<file path="src/verilog/pcsi_pkg.sv">
// Purpose: constants for the program counter, stack and indirect block
// Assumes: 32-bit apb register window, 40 MHz core clock
// Notes: offsets are word indexes; the byte address is four times the index
// Behaviour
// - program counter is 13 bits; low byte readable and writable
// - software changes upper pc bits only through the holding latch
// - low byte write copies latch bits 4:0 into upper pc bits
// - jump and call take 11 instruction bits plus latch bits 4:3
// - call or interrupt pushes full 13-bit pc onto stack
// - return, literal return and interrupt return pop into pc
// - stack holds 8 entries of 13 bits, outside memory spaces
// - stack pointer cannot be read or written by software
// - push and pop leave the holding latch unchanged
// - stack wraps circularly; ninth push overwrites the first
// - latch bits 2:0 are ignored when forming jump and call addresses
// - indirect location accesses file address held in pointer
// - pointer zero makes indirect read return 00h
// - writing indirect location through itself is a no-operation
// - effective address is bank bit above 8-bit pointer; bank unused
// - power control holds power-on and brown-out reset flags
// - brown-out flag cleared on brown-out, set by software
// - brown-out flag meaningless when detection is disabled
package pcsi_pkg;
    // ****************************************
    // register map
    // ****************************************
    // the power word index is not word aligned, so all offsets are indexes
    localparam int PCSI_ADDR_W = 10;
    localparam logic [7:0] PCSI_IDX_INDIRECT = 8'h00;
    localparam logic [7:0] PCSI_IDX_PC_LOW = 8'h02;
    localparam logic [7:0] PCSI_IDX_POINTER = 8'h04;
    localparam logic [7:0] PCSI_IDX_LATCH = 8'h0C;
    localparam logic [7:0] PCSI_IDX_STATUS = 8'h10;
    localparam logic [7:0] PCSI_IDX_POWER = 8'h8E;
    localparam logic [9:0] PCSI_OFF_INDIRECT = {PCSI_IDX_INDIRECT, 2'b00};
    localparam logic [9:0] PCSI_OFF_PC_LOW = {PCSI_IDX_PC_LOW, 2'b00};
    localparam logic [9:0] PCSI_OFF_POINTER = {PCSI_IDX_POINTER, 2'b00};
    localparam logic [9:0] PCSI_OFF_LATCH = {PCSI_IDX_LATCH, 2'b00};
    localparam logic [9:0] PCSI_OFF_STATUS = {PCSI_IDX_STATUS, 2'b00};
    localparam logic [9:0] PCSI_OFF_POWER = {PCSI_IDX_POWER, 2'b00};
    // ****************************************
    // fields and widths
    // ****************************************
    localparam int PCSI_PC_W = 13;
    localparam int PCSI_JMP_W = 11;
    localparam int PCSI_STK_DEPTH = 8;
    localparam int PCSI_POWER_POR_BIT = 1;
    localparam int PCSI_POWER_BROWNOUT_BIT = 0;
    localparam int PCSI_BANK_BIT = 7;
    localparam logic [7:0] PCSI_ZERO_BYTE = 8'h00;
    localparam logic [12:0] PCSI_PC_RESET = 13'h0;
    localparam logic [4:0] PCSI_LATCH_RESET = 5'h00;
    localparam logic [31:0] PCSI_ERR_DATA = 32'h00000000;
endpackage

</file>
<file path="src/verilog/pcsi_core.sv">
// Purpose: program counter, return stack, indirect address and reset flags
// Assumes: decoder gives one-cycle control pulses; apb for software access
// Notes: apb slave answers with zero wait states
//
// The APB slave port was chosen for this implementation.
`timescale 1ns/10ps
module pcsi_core
    import pcsi_pkg::*;
#(
    parameter int DEPTH = PCSI_STK_DEPTH
) (
    // clock and reset
    input wire logic i_clk,
    input wire logic i_reset,
    // reset causes
    input wire logic i_por,
    input wire logic i_brownout_event,
    input wire logic i_brownout_detect_enable,
    // decoder controls
    input wire logic i_fetch,
    input wire logic i_jump,
    input wire logic i_call,
    input wire logic i_int_branch,
    input wire logic [12:0] i_int_vector,
    input wire logic i_return,
    input wire logic [10:0] i_instr_addr,
    // data path indirect access
    input wire logic i_indirect_rd,
    input wire logic i_indirect_wr,
    input wire logic [7:0] i_rf_rdata,
    // apb
    input wire logic i_psel,
    input wire logic i_penable,
    input wire logic i_pwrite,
    input wire logic [PCSI_ADDR_W-1:0] i_paddr,
    input wire logic [31:0] i_pwdata,
    output logic o_pready,
    output logic [31:0] o_prdata,
    output logic o_pslverr,
    // outputs
    output logic [12:0] o_pc,
    output logic [8:0] o_rf_addr,
    output logic o_rf_wr_en,
    output logic [7:0] o_indirect_rdata
);
    // ****************************************
    // state
    // ****************************************
    // pointer wraps modulo depth, so depth must be a power of two
    localparam int SPW = $clog2(DEPTH);
    logic [12:0] pc_q;
    logic [4:0] upper_address_holding_latch_q;
    logic [7:0] pointer_register_q;
    logic indirect_bank_bit_q;
    logic por_flag_q;
    logic brownout_flag_q;
    logic [12:0] stack_q [DEPTH];
    logic [SPW-1:0] sp_q;
    logic wr_acc;
    logic rd_setup;
    logic hit_low;
    logic hit_pointer;
    logic hit_latch;
    logic hit_status;
    logic hit_power;
    logic low_wr;
    logic push;
    logic [12:0] top;
    logic [12:0] paged_addr;
    logic [31:0] prdata_d;

    // ****************************************
    // address decode
    // ****************************************
    assign wr_acc = i_psel && i_penable && i_pwrite;
    // read data is captured in setup so it stands for the access phase
    assign rd_setup = i_psel && !i_penable && !i_pwrite;
    assign hit_low = (i_paddr == PCSI_OFF_PC_LOW);
    assign hit_pointer = (i_paddr == PCSI_OFF_POINTER);
    assign hit_latch = (i_paddr == PCSI_OFF_LATCH);
    assign hit_status = (i_paddr == PCSI_OFF_STATUS);
    assign hit_power = (i_paddr == PCSI_OFF_POWER);
    assign low_wr = wr_acc && hit_low;
    assign push = i_call || i_int_branch;
    // top entry sits one below the pointer
    assign top = stack_q[sp_q - SPW'(1)];
    // latch bits 2:0 take no part in paging
    assign paged_addr = {upper_address_holding_latch_q[4:3], i_instr_addr};

    // ****************************************
    // program counter
    // ****************************************
    always_ff @(posedge i_clk) begin
        if (i_reset) begin
            pc_q <= PCSI_PC_RESET;
        end else if (i_return) begin
            pc_q <= top;
        end else if (i_int_branch) begin
            pc_q <= i_int_vector;
        end else if (i_jump || i_call) begin
            pc_q <= paged_addr;
        end else if (low_wr) begin
            pc_q <= {upper_address_holding_latch_q, i_pwdata[7:0]};
        end else if (i_fetch) begin
            pc_q <= pc_q + 13'h0001;
        end
    end
    assign o_pc = pc_q;

    // ****************************************
    // return stack
    // ****************************************
    // private circular stack
    always_ff @(posedge i_clk) begin
        if (i_reset) begin
            sp_q <= '0;
        end else if (push) begin
            // no overflow flag: the oldest entry is simply overwritten
            sp_q <= sp_q + SPW'(1);
        end else if (i_return) begin
            sp_q <= sp_q - SPW'(1);
        end
    end

    for (genvar g = 0; g < DEPTH; g++) begin : g_stack
        localparam logic [SPW-1:0] SLOT = SPW'(g);
        always_ff @(posedge i_clk) begin
            if (push && (sp_q == SLOT)) begin
                stack_q[g] <= pc_q;
            end
        end
    end

    // ****************************************
    // software registers
    // ****************************************
    // latch only written by software
    always_ff @(posedge i_clk) begin
        if (i_reset) begin
            upper_address_holding_latch_q <= PCSI_LATCH_RESET;
            pointer_register_q <= PCSI_ZERO_BYTE;
            indirect_bank_bit_q <= 1'b0;
        end else if (wr_acc) begin
            if (hit_latch) begin
                upper_address_holding_latch_q <= i_pwdata[4:0];
            end
            if (hit_pointer) begin
                pointer_register_q <= i_pwdata[7:0];
            end
            if (hit_status) begin
                indirect_bank_bit_q <= i_pwdata[PCSI_BANK_BIT];
            end
        end
    end

    // reset cause flags
    // flags survive core reset; power-on clears both, a brown-out with detection enabled clears only the brown-out flag
    // a brown-out with detection enabled in the cycle of a software write beats the write
    always_ff @(posedge i_clk) begin
        if (i_por) begin
            por_flag_q <= 1'b0;
            brownout_flag_q <= 1'b0;
        end else if (i_brownout_event && i_brownout_detect_enable) begin
            brownout_flag_q <= 1'b0;
        end else if (wr_acc && hit_power) begin
            por_flag_q <= i_pwdata[PCSI_POWER_POR_BIT];
            brownout_flag_q <= i_pwdata[PCSI_POWER_BROWNOUT_BIT];
        end
    end

    // ****************************************
    // indirect addressing
    // ****************************************
    // effective address, bank bit unused
    assign o_rf_addr = {1'b0, pointer_register_q};
    assign o_rf_wr_en = i_indirect_wr && (pointer_register_q != 8'h00);
    always_ff @(posedge i_clk) begin
        if (i_reset) begin
            o_indirect_rdata <= PCSI_ZERO_BYTE;
        end else if (i_indirect_rd) begin
            o_indirect_rdata <= (pointer_register_q == 8'h00) ?
                PCSI_ZERO_BYTE : i_rf_rdata;
        end
    end

    // ****************************************
    // apb read path
    // ****************************************
    assign o_pready = 1'b1;
    assign o_pslverr = 1'b0;
    // upper pc bits and stack pointer have no address at all
    always_comb begin
        prdata_d = PCSI_ERR_DATA;
        unique case (i_paddr)
            PCSI_OFF_INDIRECT: prdata_d = PCSI_ERR_DATA;
            PCSI_OFF_PC_LOW: prdata_d = {24'h000000, pc_q[7:0]};
            PCSI_OFF_LATCH:
                prdata_d = {27'h0, upper_address_holding_latch_q};
            PCSI_OFF_POINTER: prdata_d = {24'h000000, pointer_register_q};
            PCSI_OFF_STATUS:
                prdata_d = {24'h000000, indirect_bank_bit_q, 7'h00};
            PCSI_OFF_POWER:
                prdata_d = {30'h0, por_flag_q, brownout_flag_q};
            default: prdata_d = PCSI_ERR_DATA;
        endcase
    end

    always_ff @(posedge i_clk) begin
        if (i_reset) begin
            o_prdata <= PCSI_ERR_DATA;
        end else if (rd_setup) begin
            o_prdata <= prdata_d;
        end
    end

    // ****************************************
    // checks
    // ****************************************
    a_low_write_load: assert property (
        @(posedge i_clk) disable iff (i_reset)
        low_wr && !i_return && !push && !i_jump
        |=> o_pc == {$past(upper_address_holding_latch_q),
        $past(i_pwdata[7:0])})
        else $error("low byte write did not load pc");

    a_fetch_incr: assert property (
        @(posedge i_clk) disable iff (i_reset)
        i_fetch && !i_return && !push && !i_jump && !low_wr
        |=> o_pc == $past(o_pc) + 13'h0001)
        else $error("pc did not increment");

    a_jump_page: assert property (
        @(posedge i_clk) disable iff (i_reset)
        i_jump && !i_return && !i_int_branch
        |=> o_pc == {$past(upper_address_holding_latch_q[4:3]),
        $past(i_instr_addr)})
        else $error("jump address wrong");

    a_call_return: assert property (
        @(posedge i_clk) disable iff (i_reset)
        i_call && !i_return && !i_int_branch ##1 (i_return && !push)
        |=> o_pc == $past(o_pc, 2))
        else $error("return did not restore pc");

    a_latch_stable: assert property (
        @(posedge i_clk) disable iff (i_reset)
        (push || i_return) && !wr_acc
        |=> $stable(upper_address_holding_latch_q))
        else $error("latch changed by stack");

    a_indirect_zero: assert property (
        @(posedge i_clk) disable iff (i_reset)
        i_indirect_rd && pointer_register_q == 8'h00
        |=> o_indirect_rdata == 8'h00)
        else $error("indirect zero read not zero");

    a_indirect_nowr: assert property (
        @(posedge i_clk) disable iff (i_reset)
        pointer_register_q == 8'h00 |-> !o_rf_wr_en)
        else $error("self write not suppressed");

    a_indirect_addr: assert property (
        @(posedge i_clk) disable iff (i_reset)
        wr_acc && hit_pointer
        |=> o_rf_addr[7:0] == $past(i_pwdata[7:0]))
        else $error("pointer address wrong");

    a_brownout_clear: assert property (
        @(posedge i_clk) disable iff (i_reset)
        i_brownout_event && i_brownout_detect_enable && !i_por
        |=> !brownout_flag_q)
        else $error("brownout flag not cleared");

    a_call_page: assert property (
        @(posedge i_clk) disable iff (i_reset)
        i_call && !i_return && !i_int_branch
        |=> o_pc == $past(paged_addr))
        else $error("call address wrong");

    a_int_vector: assert property (
        @(posedge i_clk) disable iff (i_reset)
        i_int_branch && !i_return
        |=> o_pc == $past(i_int_vector))
        else $error("interrupt vector not loaded");

    a_push_entry: assert property (
        @(posedge i_clk) disable iff (i_reset)
        push
        |=> stack_q[$past(sp_q)] == $past(pc_q))
        else $error("pushed entry is not the pc");

    a_sp_advance: assert property (
        @(posedge i_clk) disable iff (i_reset)
        push
        |=> sp_q == $past(sp_q) + SPW'(1))
        else $error("stack pointer did not advance");

    a_sp_retreat: assert property (
        @(posedge i_clk) disable iff (i_reset)
        i_return && !push
        |=> sp_q == $past(sp_q) - SPW'(1))
        else $error("stack pointer did not retreat");

    a_return_load: assert property (
        @(posedge i_clk) disable iff (i_reset)
        i_return
        |=> o_pc == $past(top))
        else $error("return did not load top entry");

    a_pc_hold: assert property (
        @(posedge i_clk) disable iff (i_reset)
        !i_return && !push && !i_jump && !low_wr && !i_fetch
        |=> $stable(o_pc))
        else $error("pc changed without cause");

    a_latch_write: assert property (
        @(posedge i_clk) disable iff (i_reset)
        wr_acc && hit_latch
        |=> upper_address_holding_latch_q == $past(i_pwdata[4:0]))
        else $error("latch write lost");

    a_bank_unused: assert property (
        @(posedge i_clk) disable iff (i_reset)
        o_rf_addr[8] == 1'b0)
        else $error("bank bit reached the address");

    a_brownout_keep: assert property (
        @(posedge i_clk) disable iff (i_reset)
        !i_por && !i_brownout_detect_enable && !(wr_acc && hit_power)
        |=> $stable(brownout_flag_q))
        else $error("brownout flag moved while disabled");

    a_por_clear: assert property (
        @(posedge i_clk) disable iff (i_reset)
        i_por
        |=> !por_flag_q && !brownout_flag_q)
        else $error("power-on did not clear flags");

    a_indirect_pass: assert property (
        @(posedge i_clk) disable iff (i_reset)
        i_indirect_rd && pointer_register_q != 8'h00
        |=> o_indirect_rdata == $past(i_rf_rdata))
        else $error("indirect read data wrong");

    a_indirect_wr_pass: assert property (
        @(posedge i_clk) disable iff (i_reset)
        i_indirect_wr && pointer_register_q != 8'h00 |-> o_rf_wr_en)
        else $error("indirect write dropped");

    a_pointer_hold: assert property (
        @(posedge i_clk) disable iff (i_reset)
        !(wr_acc && hit_pointer)
        |=> $stable(pointer_register_q))
        else $error("pointer changed without a write");
endmodule

</file>
<file path="config.mk">
export PLATFORM = sky130hd
export DESIGN_NAME = pcsi_core
export DESIGN_NICKNAME = d
export VERILOG_FILES = /design/src/verilog/pcsi_pkg.sv /design/src/verilog/pcsi_core.sv
export SDC_FILE = /design/constraint.sdc
export NUM_CORES = 1
export LEC_CHECK = 0
export BUFFER_PORTS_ARGS = -buffer_cell sky130_fd_sc_hd__buf_2
export CORE_MARGIN = 4
export CORE_UTILIZATION = 59
export DETAILED_ROUTE_END_ITERATION = 7
export HOLD_SLACK_MARGIN = 0.1
export PLACE_DENSITY = 0.86
export SLEW_MARGIN = 20
export SYNTH_ARGS = -nofsm -noshare
export SYNTH_HDL_FRONTEND = slang
export SYNTH_SLANG_ARGS = --single-unit
</file>
<file path="constraint.sdc">
create_clock -name i_clk -period 7.32 [get_ports i_clk]
set_input_delay 1.83 -clock i_clk [delete_from_list [all_inputs] [get_ports i_clk]]
set_output_delay 1.83 -clock i_clk [all_outputs]
set_load 0.005 [all_outputs]
</file>
==> run summary, run 1 <==
The die width came out at 117 um. The pin slew with the least headroom to its limit came out at 1.02 ns. The number of flops mapped to enable cells by yosys came out at 104. The final number of max-transition violations is 0.

The final design utilization came out at 0.698. The number of buffers inserted by port buffering came out at 102. The count of maximum capacitance violations is 0. The final-stage net count is 742.

The number of buffers inserted by hold repair at cts is 0. Entering global routing, the biggest net connects 43 pins. The non-filler instance count after layout came out at 801. The total of flip-flops plus latches after synthesis is 152. Summed over all cells, the static leakage comes to 3.01 nW. The final cycle utilization of the critical path is 0.545.

The clock root buffer is sky130_fd_sc_hd__clkbuf_16. The initial antenna violation count came out at 0. The number of gates given a new drive strength after cts is 0. Data on the critical path arrives at its endpoint at 2.16 ns. The share of synthesized area in the top cell type comes to 0.444. Row generation in the floorplan step produced 39 rows. The number of antenna cells inserted is 0. The global-route wire length before repair is 26.6 mm.

The synthesis-to-finish area growth came out at 14.7%. In the synthesized netlist, the cells that appear most often are 104 x sky130_fd_sc_hd__edfxtp_1, 48 x sky130_fd_sc_hd__dfxtp_1, 42 x sky130_fd_sc_hd__a21oi_1, 34 x sky130_fd_sc_hd__nor2_1. The count of pins on the block boundary is 154. The via count of the first global-routing pass came out at 4903.

The placer's final routability congestion estimate is 0.873. The number of hold-slack violations in the final timing report came out at 0. The core area came out at 0.0116 sq mm. The initial utilization of the core area, before any placement, comes to 0.609. Timing would allow up to 251 MHz. The maximum vdd drop is 0.117 mV. The synthesized netlist occupies a cell area of 0.00704 sq mm. Setup repair after global routing left no endpoint under its margin. The fraction of layout instances using a drive strength above 1 came out at 0.272. The category of the worst setup path capture point is a primary output.

The instance count after placement with tap cells included came out at 769. The post-detailed-route count of antenna-violating nets came out at 0. The number of DRC violations after detailed-routing iteration 0 is 562. The number of vias in the routed layout came out at 5112. TritonCTS built the clock tree. The data required time of the critical path is 5.49 ns. The post-route setup TNS came out at 0 ns.

The count of buffers added by post-CTS timing repair for setup came out at 0. In this run the worst path has a maximum fanout of 1. The number of clock sinks is 152. The number of instances in the synthesized netlist is 552. The total of warnings raised by yosys is 0.

The flow ran to the end, and the final reports show no timing, DRC or antenna violations. In the synthesized netlist the dominant register cell turns out to be sky130_fd_sc_hd__edfxtp_1. The post-detailed-routing wire length is 17.1 mm. The cell type with the highest aggregate area in the netlist is sky130_fd_sc_hd__edfxtp_1. The maximum number of buffers from clock root to sink came out at 2. The vertical die dimension came out at 117 um.

The clock-pin slew on the worst setup and hold paths came out at 0.06 ns. Summed over all layers, the global routing overflow is 0. The number of setup violations in the final report came out at 0. The via density per instance is 6.38.

The part of the Yosys area used for sequential elements came out at 0.580. The kind of critical path is in2out. The clock latency on the worst-skew pair is 0.42 ns. In the routed design, unresolved DRC markers number 0. The distinct cell type count of the synthesized netlist is 56.

The die covers 0.0137 sq mm. In this run the worst hold path is classified as reg2reg. The worst setup path is launched from a primary input. The routed wirelength normalized by instance count is 21.4 um. The global routing usage summed across all routing layers came out at 0.262. The worst clock skew is 0.00922 ns. The per-instance average area after synthesis came out at 12.8 sq um. The post-route minimum period is 3.99 ns. Summed over all nets, the half-perimeter wirelength after detailed placement is 11.6 mm. In this run the tightest slew margin relative to its limit is 0.318. The share of synthesized registers carrying an async set or reset is 0. The number of buffers created by CTS is 17.

The total iterations of the first detailed-routing run came out at 5. Ranked by total cell area, the synthesized netlist is headed by sky130_fd_sc_hd__edfxtp_1 44%, sky130_fd_sc_hd__dfxtp_1 14%, sky130_fd_sc_hd__mux4_2 8.3%, sky130_fd_sc_hd__a21oi_1 3.0%, sky130_fd_sc_hd__buf_4 3.0%. The power per cell area is 264 mW/mm^2. The most frequent cell after synthesis is sky130_fd_sc_hd__edfxtp_1. The maximum level of the CTS H-tree is 4.
-- cells by family after synthesis --
| group | synth area share |
|---|---|
| AOI/OAI and AO/OA | 0.0933 |
| xor gates and xnor gates | 0.0149 |
| adders and majority gates | 0.0142 |
| buffers and inverters | 0.0508 |
| DFF | 0.580 |
| muxes | 0.125 |
| other | 0.00107 |
| and+or+nand+nor | 0.120 |
-- area by class of cell --
type	instances	area (sq um)
sequential	152	4090
fill	767	3490
multi-input combinational	365	2700
clock buffer	26	533
timing repair buffer	103	518
tap	143	179
clock inverter	6	37.5
inverter	6	22.5
-- stage by stage --
step / area [sq um] / power [W] / hold slack [ns] / setup slack (ns)
2_1_floorplan: 7130 / 0.00122 / 0.446 / 3.51
3_3_place_gp: 7500 / 0.00130 / 0.442 / 3.22
3_5_place_dp: 7500 / 0.00132 / 0.438 / 3.20
4_1_cts: 8080 / 0.00214 / 0.452 / 3.33
5_1_grt: 8080 / 0.00221 / 0.467 / 3.32
6_report: 8080 / 0.00213 / 0.445 / 3.33
-- worst max-delay path, stage by stage --
cell and delay (ns):
sky130_fd_sc_hd__buf_2 0.09, sky130_fd_sc_hd__and2_1 0.12, sky130_fd_sc_hd__buf_2 0.12
-- state kept, by name (all words and copies together) (netlist names) --
name / flops
por_flag_q: 1
brownout_flag_q: 1
pointer_register_q: 8
o_indirect_rdata: 8
sp_q: 3
o_pc: 13
indirect_bank_bit_q: 1
o_prdata: 8
upper_address_holding_latch_q: 5
stack_q: 104
-- layout by cell type, fill, tap and decap left out, types with 8 or more instances in the layout --
master	count
sky130_fd_sc_hd__edfxtp_1	104
sky130_fd_sc_hd__buf_2	102
sky130_fd_sc_hd__dfxtp_1	47
sky130_fd_sc_hd__a21oi_1	42
sky130_fd_sc_hd__nor2_1	34
sky130_fd_sc_hd__nand2_1	28
sky130_fd_sc_hd__nand3_1	27
sky130_fd_sc_hd__conb_1	27
sky130_fd_sc_hd__mux4_2	26
sky130_fd_sc_hd__clkbuf_16	20
sky130_fd_sc_hd__mux2i_1	16
sky130_fd_sc_hd__nand2b_1	14
sky130_fd_sc_hd__o21ai_0	13
sky130_fd_sc_hd__mux2_2	12
sky130_fd_sc_hd__a211oi_1	12
sky130_fd_sc_hd__and3_1	11
sky130_fd_sc_hd__nor3_1	11
sky130_fd_sc_hd__xnor2_1	9
sky130_fd_sc_hd__ha_1	8
-- layer usage --
metal / GRT usage / share of wire / up-vias
met5: 0 / 0 / -
met3: 0.0694 / 0.11 / 54
met4: 0.128 / 0.041 / 0
met2: 0.400 / 0.47 / 366
li1: - / - / 2246
met1: 0.349 / 0.38 / 2446
-- path summary, 6_finish.rpt --
| check | startpoint | end | slack [ns] | cells past startpoint |
|---|---|---|---|---|
| setup / recovery | i_indirect_wr | o_rf_wr_en | 3.33 | 3 |
| hold / removal | o_prdata[3]$_SDFFE_PP0P_ | o_prdata[3]$_SDFFE_PP0P_ | 0.45 | 2 |
| setup reg to reg | sp_q[0]$_SDFFE_PP0P_ | o_pc[9]$_SDFFE_PP0P_ | 3.95 | 7 |
| hold reg to reg | o_prdata[3]$_SDFFE_PP0P_ | o_prdata[3]$_SDFFE_PP0P_ | 0.45 | 2 |
-- report_power, final --
group | internal, W | switching, W
Clock | 0.000503 | 0.000324
Sequential | 0.000985 | 0.0000602
Combinational | 0.000121 | 0.000139
Power figures use the tool's default switching activity.
==> run 2: changes to the inputs <==
Settings changed: ABC_AREA set to 1, CORE_UTILIZATION 59 to 55, PLACE_DENSITY 0.86 to 0.8.
Clock period 7.32 ns to 3.82 ns, I/O delays scaled along.
==> run summary, run 2 <==
The number of hold-slack violations in the final timing report was 0. The fraction of the mapped netlist area in compound gates is 0.132. Summing all flip-flop and latch instances after layout gives 0.00408 sq mm. Setup repair after global routing left no endpoint under its margin. The part of the Yosys area used for sequential elements is 0.558.

In this run the critical register-to-register path is launched from sp_q[0]$_SDFFE_PP0P_. The library cells used most frequently in the layout, excluding fill and tap cells, are 129 x sky130_fd_sc_hd__nand2_1, 125 x sky130_fd_sc_hd__nor2_1, 104 x sky130_fd_sc_hd__edfxtp_1. Clock latency on the worst-skew pair, taken at its later pin, is 0.43 ns. The standby leakage power is 3.40 nW. The synthesized netlist contains 39 unique library cells. For this block, the initial DRC count from the detailed router was 567.

The via count of the first global-routing pass came out at 5507. The CTS tree is done. The mapped cell area is 0.00732 sq mm. Of the total synthesized cell area, the portion taken by XOR and XNOR cells is 0.0106. The fraction of the mapped netlist area in simple logic gates is 0.203. Counting flops per register, the top entry is stack_q. The count of buffers added by post-CTS timing repair for setup came out at 0. The global route total overflow is 0.

In the routed design, unresolved DRC markers number 0. The maximum vdd drop came out at 0.313 mV. The largest total area in the synthesized netlist belongs to sky130_fd_sc_hd__edfxtp_1. The most frequent cell after synthesis is sky130_fd_sc_hd__nand2_1. The number of antenna cells inserted came out at 0. STA puts the critical path data arrival time at 2.93 ns.

The number of buffers inserted by port buffering came out at 102. The kind of critical path is reg2reg. The multi-input gate area in the final layout is 0.00276 sq mm. The post-detailed-routing wire length is 17.5 mm.

The count of pins on the block boundary came out at 154. In the synthesized netlist the dominant register cell turns out to be sky130_fd_sc_hd__edfxtp_1. The total iterations of the first detailed-routing run is 6. The register-to-register path setup slack is 1.25 ns. In this run the worst setup path terminates at o_pc[5]$_SDFFE_PP0P_. The end of the worst register-to-register path is o_pc[5]$_SDFFE_PP0P_. The flow ran to the end, and the final reports show no timing, DRC or antenna violations. The number of fill cells in the layout came out at 1002.

The post-layout worst setup margin came out at 1.25 ns. The fraction of the mapped netlist area in adder cells is 0.0137. For the worst setup path, the data required time is 4.18 ns. The placed wire-length estimate after detailed placement came out at 12.0 mm.

After synthesis, the cell types taking the most area are sky130_fd_sc_hd__edfxtp_1 43%, sky130_fd_sc_hd__dfxtp_1 13%, sky130_fd_sc_hd__nand2_1 6.6%, sky130_fd_sc_hd__nor2_1 6.4%, sky130_fd_sc_hd__o21ai_0 5.7%. The maximum number of buffers from clock root to sink is 2. The kind of start point of the critical path is a flop. Of all flip-flops after synthesis, the portion carrying an async set or reset was 0. The first global-routing pass estimated 27.6 mm of wire. Measured in cells, the most critical reg-to-reg path has a length of 9.

Compared with the post-synthesis result, the final layout area differs by 15.7%. The total die area is 0.0152 sq mm. The tool flagged a number of max-cap violations equal to 0. After synthesis, the most frequently instantiated cells are 129 x sky130_fd_sc_hd__nand2_1, 125 x sky130_fd_sc_hd__nor2_1, 104 x sky130_fd_sc_hd__edfxtp_1, 83 x sky130_fd_sc_hd__o21ai_0, 57 x sky130_fd_sc_hd__inv_1.

The effective utilization at floorplan is 0.571. The pin count of the biggest net entering global routing is 57. The cell row count came out at 41.

Clock-pin slew was measured on the worst setup and hold paths at 0.06 ns. The placer's final routability congestion estimate came out at 0.852. The core area came out at 0.0128 sq mm. Setup violations remaining at the end of the flow were counted as 0. The maximum level of the CTS H-tree came out at 4. The final cycle utilization of the critical path came out at 0.672. The worst max-slew margin expressed relative to the limit is 0.389. The total of warnings raised by yosys came out at 0.

The clock root buffer is sky130_fd_sc_hd__clkbuf_16. The post-route setup TNS is 0 ns. The fraction of synthesized area in multiplexers is 0. The combinational family with the most area after synthesis is simple AND/OR/NAND/NOR gates. The synthesized design contains 104 enable-type register cells.

The largest fanout of any net on the critical path came out at 29. The number of flip-flops under the largest register name is 104. The final number of max-transition violations is 0.

The post-placement worst setup slack is 1.08 ns. The library cell used most frequently in the layout, excluding fill and tap cells, is sky130_fd_sc_hd__nand2_1. The initial antenna violation count came to 0. The per-instance average area after synthesis came out at 9.08 sq um.

The area share of the largest cell type after synthesis is 0.426. The die is 123 um wide. The vertical die dimension is 123 um. The number of buffers created by CTS is 17. The maximum achievable frequency is 390 MHz. The worst hold path belongs to the class reg2reg. At the pin with the least slew margin, the transition time is 0.913 ns. For the finished layout, the period the worst path requires is 2.57 ns. The final-stage net count came out at 1003. Clock tree synthesis found a total of 152 sinks. The routed wirelength normalized by instance count is 16.1 um. The power per cell area came out at 493 mW/mm^2.

In this run, post-CTS repair resized a total of 0 instances. Between clock sinks in the finished design, the worst skew comes to 0.00549 ns. The post-detailed-route count of antenna-violating nets came out at 0. In this run the worst setup path begins at sp_q[0]$_SDFFE_PP0P_. STA classifies the critical path endpoint as a flop. The total of flip-flops plus latches after synthesis came out at 152. The number of buffers inserted by hold repair at cts is 0.

The number of instances in the synthesized netlist is 807. The via density per instance is 5.40. For this run, the total global-route usage over all layers was measured as 0.237. Summing over every cut layer, the via total after detailed routing is 5885.

The fraction of layout instances using a drive strength above 1 is 0.203.
-- run 2: stage by stage --
| step | hold WS (ns) | util | cells | cell area [sq um] | power [W] |
|---|---|---|---|---|---|
| after detailed placement | 0.456 | 0.617 | 1059 | 7910 | 0.00260 |
| final | 0.467 | 0.661 | 1090 | 8470 | 0.00418 |
| after global routing | 0.491 | 0.661 | 1090 | 8470 | 0.00435 |
| after CTS | 0.466 | 0.661 | 1090 | 8470 | 0.00418 |
| after floorplan | 0.439 | - | 832 | 7420 | 0.00239 |
| after global placement | 0.448 | 0.617 | 1059 | 7910 | 0.00258 |
-- run 2: how the worst min path moves through the flow --
stage,from,endpoint,slack (ns),depth (start not counted)
finish,o_prdata[7]$_SDFFE_PP0P_,o_prdata[7]$_SDFFE_PP0P_,0.47,2
floorplan,indirect_bank_bit_q$_SDFFE_PP0P_,indirect_bank_bit_q$_SDFFE_PP0P_,0.44,2
detailed placement,o_prdata[7]$_SDFFE_PP0P_,o_prdata[7]$_SDFFE_PP0P_,0.46,2
CTS,o_prdata[7]$_SDFFE_PP0P_,o_prdata[7]$_SDFFE_PP0P_,0.47,2
global placement,indirect_bank_bit_q$_SDFFE_PP0P_,indirect_bank_bit_q$_SDFFE_PP0P_,0.45,2
global route,indirect_bank_bit_q$_SDFFE_PP0P_,indirect_bank_bit_q$_SDFFE_PP0P_,0.49,2
-- run 2: final cells by class --
| type | count | area share |
|---|---|---|
| Sequential cell | 152 | 0.482 |
| Multi-Input combinational cell | 556 | 0.325 |
| Timing Repair Buffer | 116 | 0.0726 |
| Clock buffer | 17 | 0.0502 |
| Inverter | 63 | 0.0279 |
| Tap cell | 172 | 0.0254 |
| Clock inverter | 14 | 0.0167 |
-- run 2: cell families (layout without fill, tap and decap cells) --
family	count (synthesis)	in the layout
compound gates	174	174
xor+xnor	8	8
fa+ha+maj	8	8
buf+inv	124	210
flops	152	152
other cells	2	27
simple gates	339	339
-- run 2: worst max-delay path, cell delays in order (launching register included) --
cell and delay (ns):
sky130_fd_sc_hd__dfxtp_1 0.32, sky130_fd_sc_hd__inv_2 0.36, sky130_fd_sc_hd__ha_1 0.40, sky130_fd_sc_hd__buf_4 0.35, sky130_fd_sc_hd__o21ai_0 0.13, sky130_fd_sc_hd__o21ai_0 0.29, sky130_fd_sc_hd__o21ai_0 0.15, sky130_fd_sc_hd__o21ai_0 0.29
sky130_fd_sc_hd__inv_1 0.10, sky130_fd_sc_hd__a21oi_2 0.11
-- run 2: routing by layer --
metal  vias up  GRT usage  wire [um]
met5         -          0          0
met4         0     0.0782        262
met3        26     0.0654       1670
met2       268      0.390       8520
met1      2700      0.305       7080
li1       2891          -          -
-- run 2: power breakdown --
group	switching [W]	internal (W)	total, W
clock network	0.000695	0.000910	0.00161
registers	0.0000909	0.00189	0.00198
logic	0.000392	0.000203	0.000595
total	0.00118	0.00300	0.00418
